[src/shared/pfp_pkg.sv]
// Package: constants and types for the parallel FIFO pipeline status and run-length block
`default_nettype none
package pfp_pkg;
    // Register offsets on the local register port
    localparam logic [7:0] OFS_PORT_CTRL = 8'h31;
    localparam logic [7:0] OFS_STATUS = 8'h32;
    localparam logic [7:0] OFS_THRESHOLD = 8'h33;
    localparam logic [7:0] OFS_FIFO_CTRL = 8'h34;
    localparam logic [7:0] OFS_HOLD1 = 8'h35;
    localparam logic [7:0] OFS_HOLD2 = 8'h36;
    localparam logic [7:0] OFS_RUN_COUNT = 8'h37;
    // Field positions in the FIFO control register
    localparam int FC_FIFO_RESET = 0;
    localparam int FC_DMA_EN = 1;
    localparam int FC_TAG_IRQ_EN = 2;
    localparam int FC_RLE_EN = 3;
    localparam int FC_DIR = 4;
    // Field position in the port control register
    localparam int PC_CLR_TIMEOUT = 3;
    // Values after reset
    localparam logic [7:0] STATUS_RESET = 8'h40;
    localparam logic [7:0] FIFO_CTRL_RESET = 8'h00;
    localparam logic [7:0] PORT_CTRL_RESET = 8'h00;
    localparam logic [6:0] THRESHOLD_RESET = 7'h00;
    localparam logic [6:0] RUN_COUNT_RESET = 7'h00;
    // Counts
    localparam logic [6:0] QTY_MAX = 7'h40;
    localparam logic [6:0] RUN_MAX = 7'h7f;
    localparam logic [6:0] RUN_MIN = 7'h03;
    localparam logic [6:0] QTY_DRAINED = 7'h01;
    // Transmit run-length encoder states
    typedef enum logic [3:0] {
        ENC_IDLE = 4'b0001,
        ENC_HOLD = 4'b0010,
        ENC_CODE = 4'b0100,
        ENC_BYTE = 4'b1000
    } pfp_enc_state_t;
    // Status register layout, bit 7 first
    typedef struct packed {
        logic fifo_full;
        logic fifo_empty;
        logic timeout;
        logic holding_tag;
        logic holding_data;
        logic stale;
        logic single_leftover;
        logic data_error;
    } pfp_status_t;
    // One byte of the ECP stream: cmd marks a tagged byte
    typedef struct packed {
        logic cmd;
        logic [7:0] data;
    } pfp_byte_t;
endpackage
`default_nettype wire

[src/logic/pfp_status_rle.sv]
// Parallel FIFO pipeline status, DMA threshold and run-length coding logic
// Function
// - Status bits 7/6 show FIFO full/empty
// - Status not latched; timeout and holding bits come from registers
// - Timeout sets on stale rise; receive waits drain
// - Timeout sticky until toggle clear or reset
// - Tag bit while holding byte tagged; interrupts
// - Holding-data bit when either holding register full
// - Stale with one byte: interrupt, block refill
// - Stale with two bytes: DMA request, no interrupt
// - One-character bit: empty, stale, one byte
// - DMA moves bytes, stops at one; software takes odd byte
// - Data-error bit is OR of error register
// - Threshold is seven bits, bit 7 zero
// - Threshold reached holds DMA request until drained
// - Receive holding registers fill before quantity counts
// - Threshold cleared by device reset only
// - Run-length only with enable and ECP mode
// - Transmit counts runs, emits count then byte
// - Run count is seven bits, bit 7 zero
// - Receive code loads count, repeats next byte
// - Disabled codes enter pipeline tagged, host removes
// - Run count cleared by device or FIFO reset
// - Direction one transmits, zero receives
// - Quantity counts data or space, excludes pipeline
`default_nettype none
module pfp_status_rle (
    input wire logic clk_sys,
    input wire logic rstn,
    input wire logic ce,
    input wire logic [7:0] reg_addr,
    input wire logic [7:0] reg_wdata,
    input wire logic reg_wr,
    input wire logic reg_rd,
    output logic [7:0] reg_rdata,
    input wire logic [6:0] fifo_quantity,
    input wire logic fifo_full_flag,
    input wire logic fifo_empty_flag,
    input wire logic stale_flag,
    input wire logic [7:0] data_error_register,
    input wire logic ecp_mode,
    input wire pfp_pkg::pfp_byte_t fifo_out,
    input wire logic fifo_out_valid,
    output logic fifo_out_ready,
    input wire logic [7:0] tx_in_data,
    input wire logic tx_in_valid,
    output logic tx_in_ready,
    input wire logic tx_burst_end,
    output pfp_pkg::pfp_byte_t fifo_in,
    output logic fifo_in_valid,
    input wire logic fifo_in_ready,
    input wire logic dma_ack,
    output logic [7:0] dma_rdata,
    output logic dma_request,
    output logic pipeline_irq,
    output logic fifo_reset_pulse,
    output logic transfer_direction_bit,
    output logic dma_enable_bit,
    output logic run_length_enable
);
    logic [7:0] fifo_ctrl_reg;
    logic [7:0] port_ctrl_reg;
    logic [6:0] threshold_reg;
    logic [6:0] run_count_reg;
    logic fifo_reset_reg;
    pfp_pkg::pfp_byte_t hold1_reg;
    pfp_pkg::pfp_byte_t hold2_reg;
    logic hold1_full_reg;
    logic hold2_full_reg;
    logic expanding_reg;
    logic stale_d_reg;
    logic timeout_pending_reg;
    logic timeout_reg;
    logic block_reg;
    logic stale_dma_reg;
    logic thresh_active_reg;
    logic dma_request_reg;
    logic [7:0] reg_rdata_reg;
    logic [7:0] dma_rdata_reg;
    pfp_pkg::pfp_enc_state_t enc_state_reg;
    logic [7:0] held_byte_reg;
    logic [7:0] next_byte_reg;
    logic have_next_reg;
    pfp_pkg::pfp_byte_t fifo_in_reg;
    logic fifo_in_valid_reg;
    pfp_pkg::pfp_status_t status;
    logic is_tx;
    logic rle_active;
    logic is_code;
    logic wr_fifo_ctrl;
    logic clr_timeout;
    logic pop1;
    logic pop2;
    logic move12;
    logic hold1_stays;
    logic hold1_frees;
    logic take_code;
    logic take_byte;
    logic stale_rise;
    logic [7:0] pipe_total;
    logic one_left;
    logic tag_flag;
    logic dma_request_next;
    logic can_emit;
    logic tx_take;
    logic run_extends;

    // Read-only field extraction from stored control bits
    function automatic logic bit_of(input logic [7:0] r, input int pos);
        return r[pos];
    endfunction

    // Control bits driving the engine and the rest of this block
    assign transfer_direction_bit = bit_of(fifo_ctrl_reg, pfp_pkg::FC_DIR);
    assign dma_enable_bit = bit_of(fifo_ctrl_reg, pfp_pkg::FC_DMA_EN);
    assign run_length_enable = bit_of(fifo_ctrl_reg, pfp_pkg::FC_RLE_EN);
    assign fifo_reset_pulse = fifo_reset_reg;
    assign is_tx = transfer_direction_bit;
    assign rle_active = run_length_enable && ecp_mode;
    assign is_code = fifo_out.cmd && !fifo_out.data[7];
    assign wr_fifo_ctrl = reg_wr && (reg_addr == pfp_pkg::OFS_FIFO_CTRL);
    // Toggling the clear bit in either direction clears timeout
    assign clr_timeout = reg_wr && (reg_addr == pfp_pkg::OFS_PORT_CTRL)
                         && (reg_wdata[pfp_pkg::PC_CLR_TIMEOUT] != port_ctrl_reg[pfp_pkg::PC_CLR_TIMEOUT]);

    // Control registers; the threshold survives a FIFO reset
    always_ff @(posedge clk_sys) begin
        if (!rstn) begin
            fifo_ctrl_reg <= pfp_pkg::FIFO_CTRL_RESET;
            port_ctrl_reg <= pfp_pkg::PORT_CTRL_RESET;
            threshold_reg <= pfp_pkg::THRESHOLD_RESET;
            fifo_reset_reg <= 1'b0;
        end else if (ce) begin
            fifo_reset_reg <= wr_fifo_ctrl && reg_wdata[pfp_pkg::FC_FIFO_RESET];
            if (wr_fifo_ctrl) begin
                fifo_ctrl_reg <= {reg_wdata[7:1], 1'b0};
            end
            if (reg_wr && reg_addr == pfp_pkg::OFS_PORT_CTRL) begin
                port_ctrl_reg <= reg_wdata;
            end
            if (reg_wr && reg_addr == pfp_pkg::OFS_THRESHOLD) begin
                threshold_reg <= reg_wdata[6:0];
            end
        end
    end

    // Receive pipeline moves: host reads pop either stage, DMA pops only the second
    assign pop1 = !is_tx && hold1_full_reg && reg_rd && (reg_addr == pfp_pkg::OFS_HOLD1);
    assign pop2 = !is_tx && hold2_full_reg && ((reg_rd && reg_addr == pfp_pkg::OFS_HOLD2)
                  || (dma_ack && !hold2_reg.cmd));
    assign move12 = !is_tx && hold1_full_reg && (!hold2_full_reg || pop2) && !pop1;
    assign hold1_stays = move12 && expanding_reg && (run_count_reg != 7'h00);
    assign hold1_frees = !hold1_full_reg || pop1 || (move12 && !hold1_stays);
    // A code waits for a running expansion and an empty first stage, else a stale byte would be repeated
    assign take_code = !is_tx && !block_reg && fifo_out_valid && is_code && rle_active && !expanding_reg
                       && hold1_frees;
    assign take_byte = !is_tx && !block_reg && fifo_out_valid && !(is_code && rle_active) && hold1_frees;
    assign fifo_out_ready = take_code || take_byte;

    // Holding registers fill ahead of the FIFO quantity count
    always_ff @(posedge clk_sys) begin
        if (!rstn || fifo_reset_reg) begin
            hold1_reg <= '0;
            hold2_reg <= '0;
            hold1_full_reg <= 1'b0;
            hold2_full_reg <= 1'b0;
        end else if (ce) begin
            if (move12) begin
                hold2_reg <= hold1_reg;
                hold2_full_reg <= 1'b1;
            end else if (pop2) begin
                hold2_full_reg <= 1'b0;
            end
            if (take_byte) begin
                hold1_reg <= fifo_out;
                hold1_full_reg <= 1'b1;
            end else if (hold1_frees) begin
                hold1_full_reg <= 1'b0;
            end
        end
    end

    // Run count: receive expansion and transmit run tracking share it
    always_ff @(posedge clk_sys) begin
        if (!rstn || fifo_reset_reg) begin
            run_count_reg <= pfp_pkg::RUN_COUNT_RESET;
            expanding_reg <= 1'b0;
        end else if (ce) begin
            if (reg_wr && reg_addr == pfp_pkg::OFS_RUN_COUNT) begin
                run_count_reg <= reg_wdata[6:0];
            end else if (take_code) begin
                run_count_reg <= fifo_out.data[6:0];
                expanding_reg <= 1'b1;
            end else if (hold1_stays) begin
                run_count_reg <= run_count_reg - 7'h01;
            end else if (move12 && expanding_reg) begin
                expanding_reg <= 1'b0;
            end else if (is_tx && tx_take) begin
                run_count_reg <= (enc_state_reg == pfp_pkg::ENC_HOLD && run_extends)
                                 ? run_count_reg + 7'h01 : (enc_state_reg == pfp_pkg::ENC_HOLD)
                                 ? run_count_reg : 7'h01;
            end else if (is_tx && can_emit && enc_state_reg == pfp_pkg::ENC_CODE) begin
                run_count_reg <= 7'h01;
            end else if (is_tx && can_emit && enc_state_reg == pfp_pkg::ENC_BYTE) begin
                run_count_reg <= (run_count_reg == 7'h01) ? {6'h00, have_next_reg} : run_count_reg - 7'h01;
            end
        end
    end

    // Transmit encoder: a run of three or more leaves as count code then one byte
    assign can_emit = !fifo_in_valid_reg || fifo_in_ready;
    assign run_extends = (tx_in_data == held_byte_reg) && (run_count_reg < pfp_pkg::RUN_MAX);
    assign tx_in_ready = is_tx && (enc_state_reg == pfp_pkg::ENC_IDLE
                         || (enc_state_reg == pfp_pkg::ENC_HOLD && !have_next_reg));
    assign tx_take = tx_in_ready && tx_in_valid;
    always_ff @(posedge clk_sys) begin
        if (!rstn || fifo_reset_reg) begin
            enc_state_reg <= pfp_pkg::ENC_IDLE;
            held_byte_reg <= 8'h00;
            next_byte_reg <= 8'h00;
            have_next_reg <= 1'b0;
            fifo_in_reg <= '0;
            fifo_in_valid_reg <= 1'b0;
        end else if (ce) begin
            if (fifo_in_ready) begin
                fifo_in_valid_reg <= 1'b0;
            end
            case (enc_state_reg)
                pfp_pkg::ENC_IDLE: begin
                    if (tx_take) begin
                        held_byte_reg <= tx_in_data;
                        enc_state_reg <= rle_active ? pfp_pkg::ENC_HOLD : pfp_pkg::ENC_BYTE;
                    end
                end
                pfp_pkg::ENC_HOLD: begin
                    // A different byte or the burst end closes the run
                    if ((tx_take && !run_extends) || (!tx_take && tx_burst_end)) begin
                        enc_state_reg <= (run_count_reg >= pfp_pkg::RUN_MIN) ? pfp_pkg::ENC_CODE
                                                                              : pfp_pkg::ENC_BYTE;
                        if (tx_take) begin
                            next_byte_reg <= tx_in_data;
                            have_next_reg <= 1'b1;
                        end
                    end
                end
                pfp_pkg::ENC_CODE: begin
                    if (can_emit) begin
                        fifo_in_reg <= '{cmd: 1'b1, data: {1'b0, run_count_reg - 7'h01}};
                        fifo_in_valid_reg <= 1'b1;
                        enc_state_reg <= pfp_pkg::ENC_BYTE;
                    end
                end
                pfp_pkg::ENC_BYTE: begin
                    if (can_emit) begin
                        fifo_in_reg <= '{cmd: 1'b0, data: held_byte_reg};
                        fifo_in_valid_reg <= 1'b1;
                        if (run_count_reg == 7'h01) begin
                            if (have_next_reg) begin
                                held_byte_reg <= next_byte_reg;
                                have_next_reg <= 1'b0;
                                enc_state_reg <= rle_active ? pfp_pkg::ENC_HOLD : pfp_pkg::ENC_BYTE;
                            end else begin
                                enc_state_reg <= pfp_pkg::ENC_IDLE;
                            end
                        end
                    end
                end
                default: begin
                    enc_state_reg <= pfp_pkg::ENC_IDLE;
                end
            endcase
        end
    end
    assign fifo_in = fifo_in_reg;
    assign fifo_in_valid = fifo_in_valid_reg;

    // Pipeline occupancy; in receive the quantity counts data bytes
    assign pipe_total = {1'b0, fifo_quantity} + {7'h00, hold1_full_reg} + {7'h00, hold2_full_reg};
    assign one_left = !is_tx && (pipe_total == 8'h01);
    assign stale_rise = stale_flag && !stale_d_reg;
    assign tag_flag = (hold1_full_reg && hold1_reg.cmd) || (hold2_full_reg && hold2_reg.cmd);

    // Stale handling: one byte blocks refill, two or more ask for DMA
    always_ff @(posedge clk_sys) begin
        if (!rstn || fifo_reset_reg) begin
            stale_d_reg <= 1'b0;
            block_reg <= 1'b0;
            stale_dma_reg <= 1'b0;
        end else if (ce) begin
            stale_d_reg <= stale_flag;
            if (stale_rise && one_left) begin
                block_reg <= 1'b1;
            end else if (!hold2_full_reg) begin
                block_reg <= 1'b0;
            end
            if (stale_rise && !is_tx && pipe_total >= 8'h02) begin
                stale_dma_reg <= 1'b1;
            end else if (pipe_total < 8'h02 || is_tx) begin
                stale_dma_reg <= 1'b0;
            end
        end
    end

    // Timeout: set beats clear; receive waits for FIFO empty and DMA idle
    always_ff @(posedge clk_sys) begin
        if (!rstn) begin
            timeout_pending_reg <= 1'b0;
            timeout_reg <= 1'b0;
        end else if (ce) begin
            if (timeout_pending_reg && (is_tx || (fifo_empty_flag && !dma_request_reg && !dma_ack))) begin
                timeout_pending_reg <= stale_rise;
                timeout_reg <= 1'b1;
            end else begin
                if (stale_rise) begin
                    timeout_pending_reg <= 1'b1;
                end else if (fifo_reset_reg) begin
                    timeout_pending_reg <= 1'b0;
                end
                if (clr_timeout || fifo_reset_reg) begin
                    timeout_reg <= 1'b0;
                end
            end
        end
    end

    // DMA request: threshold reached holds until the quantity drains to one byte or less
    always_comb begin
        dma_request_next = 1'b0;
        if (dma_enable_bit && !tag_flag) begin
            dma_request_next = (thresh_active_reg || stale_dma_reg) && (is_tx || hold2_full_reg);
        end
    end
    always_ff @(posedge clk_sys) begin
        if (!rstn || fifo_reset_reg) begin
            thresh_active_reg <= 1'b0;
            dma_request_reg <= 1'b0;
        end else if (ce) begin
            dma_request_reg <= dma_request_next;
            if (!dma_enable_bit) begin
                thresh_active_reg <= 1'b0;
            end else if (fifo_quantity >= threshold_reg && fifo_quantity > pfp_pkg::QTY_DRAINED) begin
                thresh_active_reg <= 1'b1;
            end else if (fifo_quantity <= pfp_pkg::QTY_DRAINED) begin
                thresh_active_reg <= 1'b0;
            end
        end
    end
    assign dma_request = dma_request_reg;

    // Live status; timeout and holding bits come from registers that reset clears, so reset shows only the empty flag
    always_comb begin
        status.fifo_full = fifo_full_flag;
        status.fifo_empty = fifo_empty_flag;
        status.timeout = timeout_reg;
        status.holding_tag = tag_flag;
        status.holding_data = hold1_full_reg || hold2_full_reg;
        status.stale = stale_flag;
        status.single_leftover = !is_tx && fifo_empty_flag && stale_flag
                                 && hold2_full_reg && !hold1_full_reg;
        status.data_error = |data_error_register;
    end

    // Pipeline interrupt: timeout, enabled tag, or the lone stale byte
    assign pipeline_irq = timeout_reg || status.single_leftover
                          || (tag_flag && bit_of(fifo_ctrl_reg, pfp_pkg::FC_TAG_IRQ_EN));

    // Read data one cycle after the strobe; unmapped offsets read zero
    always_ff @(posedge clk_sys) begin
        if (!rstn) begin
            reg_rdata_reg <= 8'h00;
            dma_rdata_reg <= 8'h00;
        end else if (ce) begin
            if (pop2 && dma_ack) begin
                dma_rdata_reg <= hold2_reg.data;
            end
            if (reg_rd) begin
                case (reg_addr)
                    pfp_pkg::OFS_STATUS: reg_rdata_reg <= status;
                    pfp_pkg::OFS_THRESHOLD: reg_rdata_reg <= {1'b0, threshold_reg};
                    pfp_pkg::OFS_RUN_COUNT: reg_rdata_reg <= {1'b0, run_count_reg};
                    pfp_pkg::OFS_FIFO_CTRL: reg_rdata_reg <= fifo_ctrl_reg;
                    pfp_pkg::OFS_PORT_CTRL: reg_rdata_reg <= port_ctrl_reg;
                    pfp_pkg::OFS_HOLD1: reg_rdata_reg <= hold1_reg.data;
                    pfp_pkg::OFS_HOLD2: reg_rdata_reg <= hold2_reg.data;
                    default: reg_rdata_reg <= 8'h00;
                endcase
            end else begin
                reg_rdata_reg <= 8'h00;
            end
        end
    end
    assign reg_rdata = reg_rdata_reg;
    assign dma_rdata = dma_rdata_reg;
endmodule
`default_nettype wire

[config.mk]
export PLATFORM = sky130hd
export DESIGN_NAME = pfp_status_rle
export DESIGN_NICKNAME = d
export VERILOG_FILES = /design/src/shared/pfp_pkg.sv /design/src/logic/pfp_status_rle.sv
export SDC_FILE = /design/constraint.sdc
export NUM_CORES = 1
export LEC_CHECK = 0
export ABC_CLOCK_PERIOD_IN_PS = 2350
export BUFFER_PORTS_ARGS = -buffer_cell sky130_fd_sc_hd__buf_2
export CORE_MARGIN = 4
export CORE_UTILIZATION = 25
export CTS_CLUSTER_DIAMETER = 80
export DETAILED_ROUTE_END_ITERATION = 10
export HOLD_SLACK_MARGIN = 0.05
export PLACE_DENSITY = 0.48
export SYNTH_ARGS = -nofsm -noshare
export SYNTH_HDL_FRONTEND = slang
export SYNTH_SLANG_ARGS = --single-unit
export TNS_END_PERCENT = 30
[constraint.sdc]
create_clock -name clk_sys -period 2.35 [get_ports clk_sys]
set_input_delay 0.3525 -clock clk_sys [delete_from_list [all_inputs] [get_ports clk_sys]]
set_output_delay 0.3525 -clock clk_sys [all_outputs]
set_load 0.02 [all_outputs]
======== Word-level counts from Yosys, hierarchy flattened ========
Index checks and enable logic that the tools add are counted.
storage, ports and cells
  latch bits .............................. 0
  memory bits (read-only) ................. 0
  memories kept ........................... 0
  word-level logic and storage cells ...... 253
  input bits .............................. 62
  bits in registers ....................... 105
  RAM bits ................................ 0
operators by class
  div/mod/pow operators ................... 0
  shift-type cells ........................ 0
  $mul .................................... 0
  bitwise gates (word level) .............. 1
  magnitude comparators ................... 7
  multiplexer cells ....................... 57
  reductions and logical operators ........ 129
  eq/ne operators ......................... 27
  add/subtract/negate cells ............... 4
operators with widths
  cell                number
  $mux 7              10
  $logic_and 1x1->1   59
  $eq 8x6->1 const B  7
  $pmux 8 s7          1
  $mux 8              5
  $mux 4              8
  $mux 1              27
  $reduce_and 2->1    13
  $logic_not 1->1     19
  $logic_or 1x1->1    18
  $mux 9              2
  $pmux 9 s2          1
  $reduce_and 6->1    3
  $pmux 4 s4          1
  $pmux 8 s2          1
  $reduce_and 4->1    4
  $reduce_bool 2->1   8
  $ne 2x2->1 const B  5
  $add 7x1->8         1
  $add 8x1->8         1
  $eq 8x1->1 const B  1
  $eq 8x8->1          1
  $ge 8x2->1 const B  1
  $lt 8x2->1 const B  1
  24 further kinds    27

======== Longest topological paths before layout ========
Gate-level depths: netlist of the first run.
  depth after elaboration ................. 15
  depth in mapped cells ................... 11
  gate-level depth less buffers ........... 9

======== Worst setup path before layout of the first run ========
Ideal clock, no wire load.
  path kind ............................... input port to flip-flop
  from .................................... input reg_addr[6]
  to ...................................... register run_count_reg[0]
  stages on the path ...................... 10
  data required time ...................... 2.258 ns
  data arrival time ....................... 2.082 ns
  path slack .............................. 0.175 ns
  path through ............................ and4bb_2 -> and4_4 -> buf_8 -> a31oi_4 -> or4_4 -> nand3_2 -> o21a_4 -> buf_6 -> o211ai_1 -> o32ai_1
on the way
  cells in the longest elaborated chain, start to end .. 15
  elaborated cells between the ends (all ways) .. 26
RTL lines
  what                                                         line                                          RTL
  start: declaration                                           pfp_status_rle.sv:31                          input wire logic [7:0] reg_addr,
  $eq 8x6->1                                                   pfp_status_rle.sv:149                         assign pop2 = !is_tx && hold2_full_reg && ((reg_rd && reg_addr == pfp_pkg::OFS_HOLD2)
  $logic_and 1x1->1                                            pfp_status_rle.sv:149
  $logic_or 1x1->1                                             pfp_status_rle.sv:150                         || (dma_ack && !hold2_reg.cmd));
  $logic_and 1x1->1                                            pfp_status_rle.sv:149
  $logic_or 1x1->1                                             pfp_status_rle.sv:151                         assign move12 = !is_tx && hold1_full_reg && (!hold2_full_reg || pop2) && !pop1;
  $logic_and 1x1->1 (2 in a row)                               pfp_status_rle.sv:151
  $logic_and 1x1->1                                            pfp_status_rle.sv:152, pfp_status_rle.sv:196
  $logic_and 1x1->1                                            pfp_status_rle.sv:152                         assign hold1_stays = move12 && expanding_reg && (run_count_reg != 7'h00);
  $logic_not 1->1                                              pfp_status_rle.sv:153                         assign hold1_frees = !hold1_full_reg || pop1 || (move12 && !hold1_stays);
  $logic_and 1x1->1                                            pfp_status_rle.sv:153
  $logic_or 1x1->1                                             pfp_status_rle.sv:153
  $logic_and 1x1->1                                            pfp_status_rle.sv:156                         && hold1_frees;
  $ne 6x5->1 (no source line), or another cell as far along    -
  $reduce_and 4->1 (no source line) or $mux 7 (tied branches)  -
  end signal: assignment                                       pfp_status_rle.sv:186                         run_count_reg <= pfp_pkg::RUN_COUNT_RESET;
  end signal: assignment                                       pfp_status_rle.sv:190                         run_count_reg <= reg_wdata[6:0];
  end signal: assignment                                       pfp_status_rle.sv:192                         run_count_reg <= fifo_out.data[6:0];
  end: declaration                                             pfp_status_rle.sv:64                          logic [6:0] run_count_reg;
Parallel ways exist; a longest one is shown, timed or not.
A chain may end at the register's enable or synchronous reset.

======== Worst setup path in the final report of the first run ========
  from .................................... register hold2_reg[8] in the netlist's numbering
  to ...................................... output fifo_out_ready
on the way
  cells in the longest elaborated chain, start to end .. 14
  elaborated cells between the ends (all ways) .. 15
RTL lines
  what                                  line                                          RTL
  start: declaration                    pfp_status_rle.sv:67                          pfp_pkg::pfp_byte_t hold2_reg;
  start signal: assignment              pfp_status_rle.sv:169                         hold2_reg <= hold1_reg;
  $logic_not 1->1 *                     pfp_status_rle.sv:150
  $logic_and 1x1->1 *                   pfp_status_rle.sv:150
  $logic_or 1x1->1 *                    pfp_status_rle.sv:150
  $logic_and 1x1->1 *                   pfp_status_rle.sv:149
  $logic_or 1x1->1 *                    pfp_status_rle.sv:151
  $logic_and 1x1->1 * (2 in a row)      pfp_status_rle.sv:151
  $logic_and 1x1->1 (2 in a row)        pfp_status_rle.sv:152
  $logic_not 1->1                       pfp_status_rle.sv:153
  $logic_and 1x1->1 *                   pfp_status_rle.sv:153
  $logic_or 1x1->1 *                    pfp_status_rle.sv:153
  $logic_and 1x1->1 (on tied branches)  pfp_status_rle.sv:156, pfp_status_rle.sv:157
  $logic_or 1x1->1 *                    pfp_status_rle.sv:158                         assign fifo_out_ready = take_code || take_byte;
  end: declaration                      pfp_status_rle.sv:44                          output logic fifo_out_ready,
Every way passes the cells marked *; elsewhere a longest branch is shown, timed or not.

==> impl_metrics.tcl, run 1 <==
set metrics [dict create \
    ys.flop_type "dfxtp_1" \
    period_needed_ns 2.21 \
    cts.sinks 105 \
    power.switching_w 0.000947 \
    clk_latency_ns 0.36 \
    die_h_microns 159 \
    syn_avg_cell_area_sq_um 8.60 \
    rows 55 \
    grt_pass1_wl_microns 30300 \
    fin_area_sq_um 7130 \
    drive_gt1_frac 0.246 \
    rsz0062_at_grt "false" \
    yosysSeqAreaShare 0.367 \
    cp-end-kind "output port" \
    synth-async-reset-ratio 0 \
    worstSetupPathType "register to output port" \
    tightest_slew_ns 0.531 \
    mostFrequentLayoutCells "100 x dfxtp_1, 95 x buf_2, 82 x nor2_1, 59 x mux2i_1, 46 x buf_4" \
    finalSetupViolCount 0 \
    cts_tree "yes" \
    cts_root_buf "clkbuf_16" \
    vias 5278 \
    p_per_area_nw_per_um2 536 \
    wl_per_cell_microns 17.9 \
    synth_edf_count 0 \
    yosysUniqueCellTypes 66 \
    switching_share 0.248 \
    hold_viol_final 0 \
    drv_cap 0 \
    p_int_w 0.00288 \
    synth_top_family_by_area "simple AND/OR/NAND/NOR gates" \
    ctsHoldBuffers 0 \
    fin_crit_sh 0.938 \
    pwr-share-clk 0.438 \
    grt_max_degree 56 \
    seq_power_share 0.476 \
    syn-cell-area_sq_um 5730 \
    met1_length_microns 9490 \
    synth_compound_area_frac 0.197 \
    relSlewSlack 0.642 \
    cts_max_level 3 \
    grt_pass1_vias 5175 \
    fin_nets 855 \
    final_common_cell "dfxtp_1" \
    leakagePower_nw 3.00 \
    port_buffers 95 \
    diodes 0 \
    synth_simple_gate_area_frac 0.221 \
    first_iter_violations 306 \
    finalClockSkew_ns 0.0116 \
    place_area_sq_um 6790 \
    wl_microns 19200 \
    syn_nets 740 \
    top_layer_used "met4" \
    place_congestion 0.892 \
    outcome "complete, no violations" \
    grt_usage 0.150 \
    totalPowerFinal_w 0.00382 \
    synth_seq_cells 105 \
    synth_xor_area_frac 0.0306 \
    drc 0 \
    cts_made_buffers 9 \
    synth.area.mux_share 0.109 \
    dp_hpwl_microns 14700 \
    route.met3.wl_microns 893 \
    globalRouteOverflowTotal 0 \
    synthAdderAreaFrac 0.0275 \
    worstPathRequired_ns 2.00 \
    drtPass1Iterations 5 \
    area_delta_synth_final_pct 24.5 \
    core-area_sq_um 22600 \
    syn_inst 666 \
    clockBufferDepth 2 \
    start_util 0.254 \
    crit_fanout 3 \
    hold_class "primary input to register" \
    vias_per_cell 4.93 \
    die_area_sq_um 25400 \
    chipWidth_microns 159 \
    power_frac_comb 0.087 \
    wl_met2_microns 8300 \
    clkTransAtPathRegs_ns 0.07 \
    ir_worst_vdd_mv 0.297 \
    ys_warn_count 0 \
    cp-start-kind "register" \
    fin_tns_setup_ns 0 \
    grt_antenna_before_repair 0 \
    postRouteAntennaNets 0 \
    cp.arrival_ns 1.85 \
    slew_viol_final 0 \
    max_freq_mhz 453 \
    io_pins 96 \
    fill_cells 2424 \
]
worst max-delay path: stages (launching register included):
cell and delay, ns:
dfxtp_1 0.36, nand2b_1 0.13, o21ai_0 0.08, buf_4 0.15
a31o_2 0.23, a21oi_2 0.17, nor3b_2 0.07, nand2b_1 0.13
buf_2 0.18
layer usage:
| metal | vias up | global-route usage |
|---|---|---|
| met1 | 2477 | 0.213 |
| li1 | 2618 | - |
| met4 | 0 | 0.0517 |
| met3 | 30 | 0.0300 |
| met5 | - | 0 |
| met2 | 153 | 0.227 |
final cells by class:
cell class | count | area, sq um | area share
tap | 285 | 357 | 0.0500
clock inverter | 6 | 91.3 | 0.0128
timing repair buffer | 146 | 921 | 0.129
multi-input combinational | 501 | 3360 | 0.472
sequential | 105 | 2110 | 0.296
inverter | 18 | 67.6 | 0.00947
clock buffer | 9 | 225 | 0.0316
per-stage QoR:
step / util / setup WS, ns / cells / hold slack (ns)
5_1_grt: 0.316 / 0.0255 / 1070 / 0.265
3_3_place_gp: 0.301 / 0.0385 / 1054 / 0.442
4_1_cts: 0.315 / 0.0229 / 1070 / 0.245
3_5_place_dp: 0.301 / 0.0497 / 1054 / 0.450
6_report: 0.316 / 0.145 / 1070 / 0.257
2_1_floorplan: - / 0.175 / 666 / 0.443
cell families after synthesis:
kind of cell | after synthesis
xor gates and xnor gates | 20
AOI/OAI and AO/OA | 159
muxes | 62
and+or+nand+nor | 248
adders and majority gates | 12
DFF | 105
buffers and inverters | 60
repair_timing:
action / in CTS / in global routing
setup buffers: 1 / 0
gates resized for setup: 1 / 8
setup endpoints to repair: 1 / 1
pin swaps: 1 / 0
worst paths after layout:
kind | from | to | slack (ns) | cells after the start
max | hold2_reg[8]$_SDFFE_PP0P_ | fifo_out_ready | 0.14 | 8
min | reg_wdata[7] | port_ctrl_reg[7]$_SDFFE_PN0P_ | 0.26 | 3
max reg2reg | run_count_reg[3]$_SDFFE_PP0P_ | enc_state_reg[3]$_SDFFE_PP0P_ | 0.17 | 8
min reg2reg | fifo_in[8]$_SDFFE_PP0P_ | fifo_in[8]$_SDFFE_PP0P_ | 0.46 | 2
power by group through the flow:
| stage | Clock (W) | Combinational, W | Sequential (W) |
|---|---|---|---|
| CTS | 0.00171 | 0.000333 | 0.00182 |
| finish | 0.00167 | 0.000332 | 0.00182 |
| detailed placement | 0 | 0.000331 | 0.00186 |
| global route | 0.00178 | 0.000365 | 0.00182 |
| global placement | 0 | 0.000331 | 0.00186 |
| floorplan | 0 | 0.000177 | 0.00185 |
cells in the mapped netlist (all sizes together) (2+ instances only):
| master | number | area share |
|---|---|---|
| o211ai | 8 | 0.010 |
| nand4 | 6 | 0.0066 |
| a211oi | 18 | 0.024 |
| nor3b | 6 | 0.0079 |
| nor3 | 15 | 0.018 |
| or2 | 2 | 0.0022 |
| o31ai | 2 | 0.0050 |
| ha | 11 | 0.024 |
| buf | 19 | 0.022 |
| o211a | 5 | 0.0087 |
| nor2 | 83 | 0.054 |
| xor2 | 12 | 0.018 |
| dfxtp | 105 | 0.37 |
| o21ai | 17 | 0.016 |
| a22oi | 16 | 0.021 |
| inv | 18 | 0.012 |
| a222oi | 5 | 0.0087 |
| a21oi | 42 | 0.037 |
| nor2b | 41 | 0.046 |
| mux2 | 3 | 0.0059 |
| clkbuf | 23 | 0.015 |
| o22ai | 2 | 0.0022 |
| a31oi | 15 | 0.019 |
| nand3 | 13 | 0.012 |
| a21boi | 9 | 0.012 |
| nand3b | 3 | 0.0039 |
| or3 | 3 | 0.0033 |
| xnor2 | 8 | 0.012 |
| and2 | 4 | 0.0044 |
| and3 | 6 | 0.0066 |
| a21o | 3 | 0.0041 |
| o221ai | 5 | 0.0076 |
| mux2i | 59 | 0.10 |
| nand2 | 46 | 0.030 |
| or4 | 3 | 0.0046 |
| nand2b | 10 | 0.011 |
| a221oi | 2 | 0.0031 |
| nor4 | 4 | 0.0044 |
| o21a | 2 | 0.0039 |
(Power assumes the default switching activity.)
==> inputs of run 2 (changes only) <==
--- a/config.mk
+++ b/config.mk
@@ -6,13 +6,14 @@
 export NUM_CORES = 1
 export LEC_CHECK = 0
 export ABC_CLOCK_PERIOD_IN_PS = 2350
-export BUFFER_PORTS_ARGS = -buffer_cell sky130_fd_sc_hd__buf_2
 export CORE_MARGIN = 4
 export CORE_UTILIZATION = 25
 export CTS_CLUSTER_DIAMETER = 80
 export DETAILED_ROUTE_END_ITERATION = 10
+export DONT_BUFFER_PORTS = 1
 export HOLD_SLACK_MARGIN = 0.05
-export PLACE_DENSITY = 0.48
+export PLACE_DENSITY = 0.44
+export RECOVER_POWER = 50
 export SYNTH_ARGS = -nofsm -noshare
 export SYNTH_HDL_FRONTEND = slang
 export SYNTH_SLANG_ARGS = --single-unit
==> run 2 against run 1 <==
  * Critical path depth is 1 lower
  * Clock power is 3% higher
  * Sequential share of layout area is 2.2 points higher
  * Non-clock buffer count is 96 lower
  * Final area is 7.1% lower
  * Via count is 5.6% lower
  * Count of clock-buffer cells in the layout is 1 higher
  * Sequential cell count stayed put
  * Largest power group unchanged
  * Core utilization is 2.2 points lower
  * Maximum frequency is 3.6% lower
==> impl_metrics.tcl, run 2 (synthesis results as in run 1) <==
set metrics [dict create \
    outcome "complete, no violations" \
    fill_cells 2376 \
    vias_per_cell 5.11 \
    cts_max_level 3 \
    die_h_microns 159 \
    core-area_sq_um 22600 \
    p_per_area_nw_per_um2 566 \
    chipWidth_microns 159 \
    leakagePower_nw 2.55 \
    grt_pass1_wl_microns 29300 \
    die_area_sq_um 25400 \
    vias 4980 \
    mostFrequentLayoutCells "104 x dfxtp_1, 82 x nor2_1, 59 x mux2i_1, 48 x buf_4, 45 x nand2_1" \
    drive_gt1_frac 0.136 \
    first_iter_violations 424 \
    grt_max_degree 44 \
    drv_cap 0 \
    place_congestion 0.824 \
    min_path_cells 1 \
    power_frac_comb 0.059 \
    wl_microns 18700 \
    hold_end "fifo_ctrl_reg[3]$_SDFFE_PN0P_" \
    rr_startpoint "enc_state_reg[1]$_SDFFE_PP0P_" \
    cts_tree "yes" \
    dp_hpwl_microns 14600 \
    drc 0 \
    hold_viol_final 0 \
    whs_ns 0.124 \
    worstPathRequired_ns 2.00 \
    fin_util 0.294 \
    cts.sinks 105 \
    crit_fanout 7 \
    final_common_cell "dfxtp_1" \
    r2r_slack_ns 0.11 \
    cp-start-kind "register" \
    finalClockSkew_ns 0.0145 \
    fin_crit_sh 0.973 \
    grt_antenna_before_repair 0 \
    fin_area_sq_um 6630 \
    p_int_w 0.00288 \
    slew_viol_final 0 \
    hold_class "primary input to register" \
    io_pins 96 \
    seq_power_share 0.484 \
    place_area_sq_um 6260 \
    pwr-share-clk 0.458 \
    clkTransAtPathRegs_ns 0.08 \
    postRouteAntennaNets 0 \
    clockBufferDepth 2 \
    grt_usage 0.146 \
    switching_share 0.232 \
    cp.arrival_ns 1.93 \
    grt_pass1_vias 4953 \
    area_delta_synth_final_pct 15.7 \
    r2r-end "run_count_reg[6]$_SDFFE_PP0P_" \
    rows 55 \
    globalRouteOverflowTotal 0 \
    ctsHoldBuffers 0 \
    ir_worst_vdd_mv 0.288 \
    finalSetupViolCount 0 \
    totalPowerFinal_w 0.00375 \
    fin_nets 759 \
    start_util 0.254 \
    cts_setup_buffers 0 \
    tightest_slew_ns 0.679 \
    period_needed_ns 2.29 \
    relSlewSlack 0.547 \
    place_ws_ns 0.0552 \
    worstSetupPathType "register to output port" \
    clk_latency_ns 0.36 \
    max_freq_mhz 437 \
    wl_per_cell_microns 19.1 \
    reg2reg_depth 10 \
    rsz0062_at_grt "true" \
    cts_root_buf "clkbuf_16" \
    port_buffers 0 \
    cp-end-kind "output port" \
    cts_made_buffers 9 \
    diodes 0 \
    drtPass1Iterations 5 \
    hold_path_startpoint "rstn" \
    power.switching_w 0.000869 \
    setup_slack_ns 0.0628 \
]
[run 2: cell types whose count changed in the layout (fill, tap and decap cells not counted), sizes merged]
cell	before	now
buf	146	49
clkbuf	9	11
clkinv	2	1
inv	20	21
[run 2: what timing repair did]
action                     CTS  global route
pin swaps                    0             0
gates resized for setup      4             5
hold endpoints to repair     0             0
setup endpoints to repair    1             4
[run 2: layout make-up]
class | count | area (sq um) | share of cell area
Timing Repair Buffer | 50 | 384 | 0.0579
Tap cell | 285 | 357 | 0.0538
Clock inverter | 6 | 96.3 | 0.0145
Sequential cell | 105 | 2100 | 0.317
Multi-Input combinational cell | 501 | 3380 | 0.510
Inverter | 18 | 67.6 | 0.0102
Clock buffer | 10 | 239 | 0.0361
[run 2: metrics by stage]
stage / TNS (ns) / std cells
4_1_cts: 0 / 975
5_1_grt: -0.0852 / 975
6_report: 0 / 975
3_3_place_gp: 0 / 959
2_1_floorplan: 0 / 666
3_5_place_dp: 0 / 959
[run 2: power by group through the flow]
stage / clock network (W) / registers (W) / logic (W)
2_1_floorplan: 0 / 0.00185 / 0.000177
3_3_place_gp: 0 / 0.00185 / 0.000215
3_5_place_dp: 0 / 0.00185 / 0.000216
4_1_cts: 0.00178 / 0.00181 / 0.000218
5_1_grt: 0.00185 / 0.00182 / 0.000246
6_report: 0.00172 / 0.00181 / 0.000221
[run 2: worst max path at each step]
stage / startpoint / endpoint / slack, ns / cells after the start
2_1_floorplan: reg_addr[6] / run_count_reg[0]$_SDFFE_PP0P_ / 0.18 / 10
3_3_place_gp: reg_addr[6] / run_count_reg[6]$_SDFFE_PP0P_ / 0.08 / 8
3_5_place_dp: reg_addr[6] / run_count_reg[6]$_SDFFE_PP0P_ / 0.06 / 8
4_1_cts: fifo_ctrl_reg[4]$_SDFFE_PN0P_ / fifo_out_ready / 0.006 / 6
5_1_grt: fifo_ctrl_reg[4]$_SDFFE_PN0P_ / fifo_out_ready / -0.05 / 7
6_report: fifo_ctrl_reg[4]$_SDFFE_PN0P_ / fifo_out_ready / 0.06 / 7
[run 2: critical path, cell delays in order (launching register included)]
cell      delay [ns]
dfxtp_1         0.38
buf_4           0.19
inv_1           0.14
a31o_2          0.26
a21oi_1         0.17
nor3b_2         0.08
nand2b_1        0.18
buf_4           0.18
[run 2: metal layers]
layer	GRT usage	routed length, microns
met3	0.0432	1360
met5	0	0
met2	0.240	8820
met4	0.0367	206
met1	0.188	8280
==> inputs of run 3 (changes only) <==
--- a/config.mk
+++ b/config.mk
@@ -8,10 +8,11 @@
 export ABC_CLOCK_PERIOD_IN_PS = 2350
 export CORE_MARGIN = 4
 export CORE_UTILIZATION = 25
-export CTS_CLUSTER_DIAMETER = 80
+export CTS_CLUSTER_DIAMETER = 50
 export DETAILED_ROUTE_END_ITERATION = 10
 export DONT_BUFFER_PORTS = 1
 export HOLD_SLACK_MARGIN = 0.05
+export MAX_ROUTING_LAYER = met4
 export PLACE_DENSITY = 0.44
 export RECOVER_POWER = 50
 export SYNTH_ARGS = -nofsm -noshare
==> run 3 against run 2 <==
  * Die area stayed put
  * Worst hold slack better by 0.0020 ns
  * Clock power about the same
==> impl_metrics.tcl, run 3 (synthesis results as in run 1) <==
set metrics [dict create \
    dp_hpwl_microns 14600 \
    worstSetupPathType "register to output port" \
    diodes 0 \
    cts_made_buffers 9 \
    fin_nets 759 \
    port_buffers 0 \
    start_util 0.254 \
    reg2reg_depth 10 \
    die_h_microns 159 \
    tightest_slew_ns 0.683 \
    switching_share 0.232 \
    cp_common_cell "buf_4" \
    drtPass1Iterations 4 \
    ctsHoldBuffers 0 \
    min_path_cells 1 \
    grt_pass1_wl_microns 29300 \
    p_int_w 0.00288 \
    cp.arrival_ns 1.94 \
    outcome "complete, no violations" \
    final_common_cell "dfxtp_1" \
    grt-busiest-layer "met2" \
    grt_max_degree 44 \
    clkTransAtPathRegs_ns 0.08 \
    path_depth 7 \
    vias 4975 \
    use_met3 0.0425 \
    multi_input_area_sq_um 3380 \
    drv_cap 0 \
    cts_setup_buffers 0 \
    dpl.cell_count 959 \
    hold_class "primary input to register" \
    grt_pass1_vias 4963 \
    cts_tree "yes" \
    power_frac_comb 0.059 \
    postRouteAntennaNets 0 \
    first_iter_violations 460 \
    clockBufferDepth 2 \
    area_delta_synth_final_pct 15.7 \
    wl_microns 18600 \
    ir_worst_vdd_mv 0.288 \
    slew_viol_final 0 \
    drive_gt1_frac 0.136 \
    path_cells "buf_4 -> inv_1 -> a31o_2 -> a21oi_1 -> nor3b_2 -> nand2b_1 -> buf_4" \
    finalSetupViolCount 0 \
    wl_per_cell_microns 19.1 \
    drc 0 \
    relSlewSlack 0.545 \
    rows 55 \
    met1_usage 0.187 \
    use_met2 0.241 \
    vias_per_cell 5.10 \
    globalRouteOverflowTotal 0 \
    max_stage_delay_ns 0.38 \
    io_pins 96 \
    grt_usage 0.150 \
    cts.sinks 105 \
    fin_crit_sh 0.974 \
    seq_area_sq_um 2100 \
    max_freq_mhz 437 \
    grt_antenna_before_repair 0 \
    fin_tns_setup_ns 0 \
    cts_max_level 3 \
    pwr-share-clk 0.458 \
    fin_cells 975 \
    seq_power_share 0.483 \
    core-area_sq_um 22600 \
    rsz0062_at_grt "true" \
    crit_fanout 7 \
    clk_latency_ns 0.36 \
    p_per_area_nw_per_um2 566 \
    hold_viol_final 0 \
    crit_family "buffers and inverters" \
    mostFrequentLayoutCells "104 x dfxtp_1, 82 x nor2_1, 59 x mux2i_1, 48 x buf_4, 45 x nand2_1" \
    worstPathRequired_ns 2.00 \
    slowest_stage "dfxtp_1" \
    finalClockSkew_ns 0.0137 \
    cp-end-kind "output port" \
    chipWidth_microns 159 \
    path_buf_inv 3 \
    power.switching_w 0.000869 \
    place_congestion 0.836 \
    leakagePower_nw 2.55 \
    fill_cells 2376 \
    cp-start-kind "register" \
    die_area_sq_um 25400 \
    cts_root_buf "clkbuf_16" \
    period_needed_ns 2.29 \
]
-- run 3: metal layers --
metal,part of all wire,wire length (microns)
met2,0.47,8810
met3,0.069,1280
met1,0.44,8260
met5,0,0
met4,0.012,221
-- run 3: worst register-to-register path, delay by kind of cell (launching register included) --
family,cells,cell delay (ns)
AOI/OAI and AO/OA,5,1.16
and+or+nand+nor,2,0.16
DFF,1,0.32
buffers and inverters,3,0.52
-- run 3: power by group through the flow --
stage / Combinational, W / Sequential (W) / Clock, W
final: 0.000220 / 0.00181 / 0.00172
after global routing: 0.000246 / 0.00182 / 0.00185
after CTS: 0.000218 / 0.00181 / 0.00178
after detailed placement: 0.000216 / 0.00185 / 0
after global placement: 0.000215 / 0.00185 / 0
after floorplan: 0.000177 / 0.00185 / 0
-- run 3: timing repair --
action	in CTS	in global routing
setup endpoints to repair	1	4
gates resized for setup	4	5
gates cloned	0	0
-- run 3: stage by stage --
step,total power (W),instance area (sq um),hold slack (ns),worst slack [ns],util
final,0.00375,6630,0.126,0.0614,0.294
after global routing,0.00391,6630,0.110,-0.0543,0.294
after CTS,0.00381,6610,0.105,0.00576,0.293
after detailed placement,0.00207,6260,0.461,0.0552,0.278
after global placement,0.00207,6260,0.452,0.0844,0.278
after floorplan,0.00203,5730,0.443,0.175,-
-- run 3: final timing paths --
path | end | slack [ns] | start
setup / recovery | fifo_out_ready | 0.06 | fifo_ctrl_reg[4]$_SDFFE_PN0P_
hold / removal | fifo_ctrl_reg[3]$_SDFFE_PN0P_ | 0.13 | rstn
setup reg to reg | run_count_reg[6]$_SDFFE_PP0P_ | 0.13 | enc_state_reg[1]$_SDFFE_PP0P_
hold reg to reg | port_ctrl_reg[4]$_SDFFE_PN0P_ | 0.47 | port_ctrl_reg[4]$_SDFFE_PN0P_
-- run 3: area by class of cell --
type | instances | share of cell area
Clock inverter | 6 | 0.0145
Clock buffer | 10 | 0.0361
Tap cell | 285 | 0.0538
Sequential cell | 105 | 0.317
Timing Repair Buffer | 50 | 0.0579
Multi-Input combinational cell | 501 | 0.510
Inverter | 18 | 0.0102
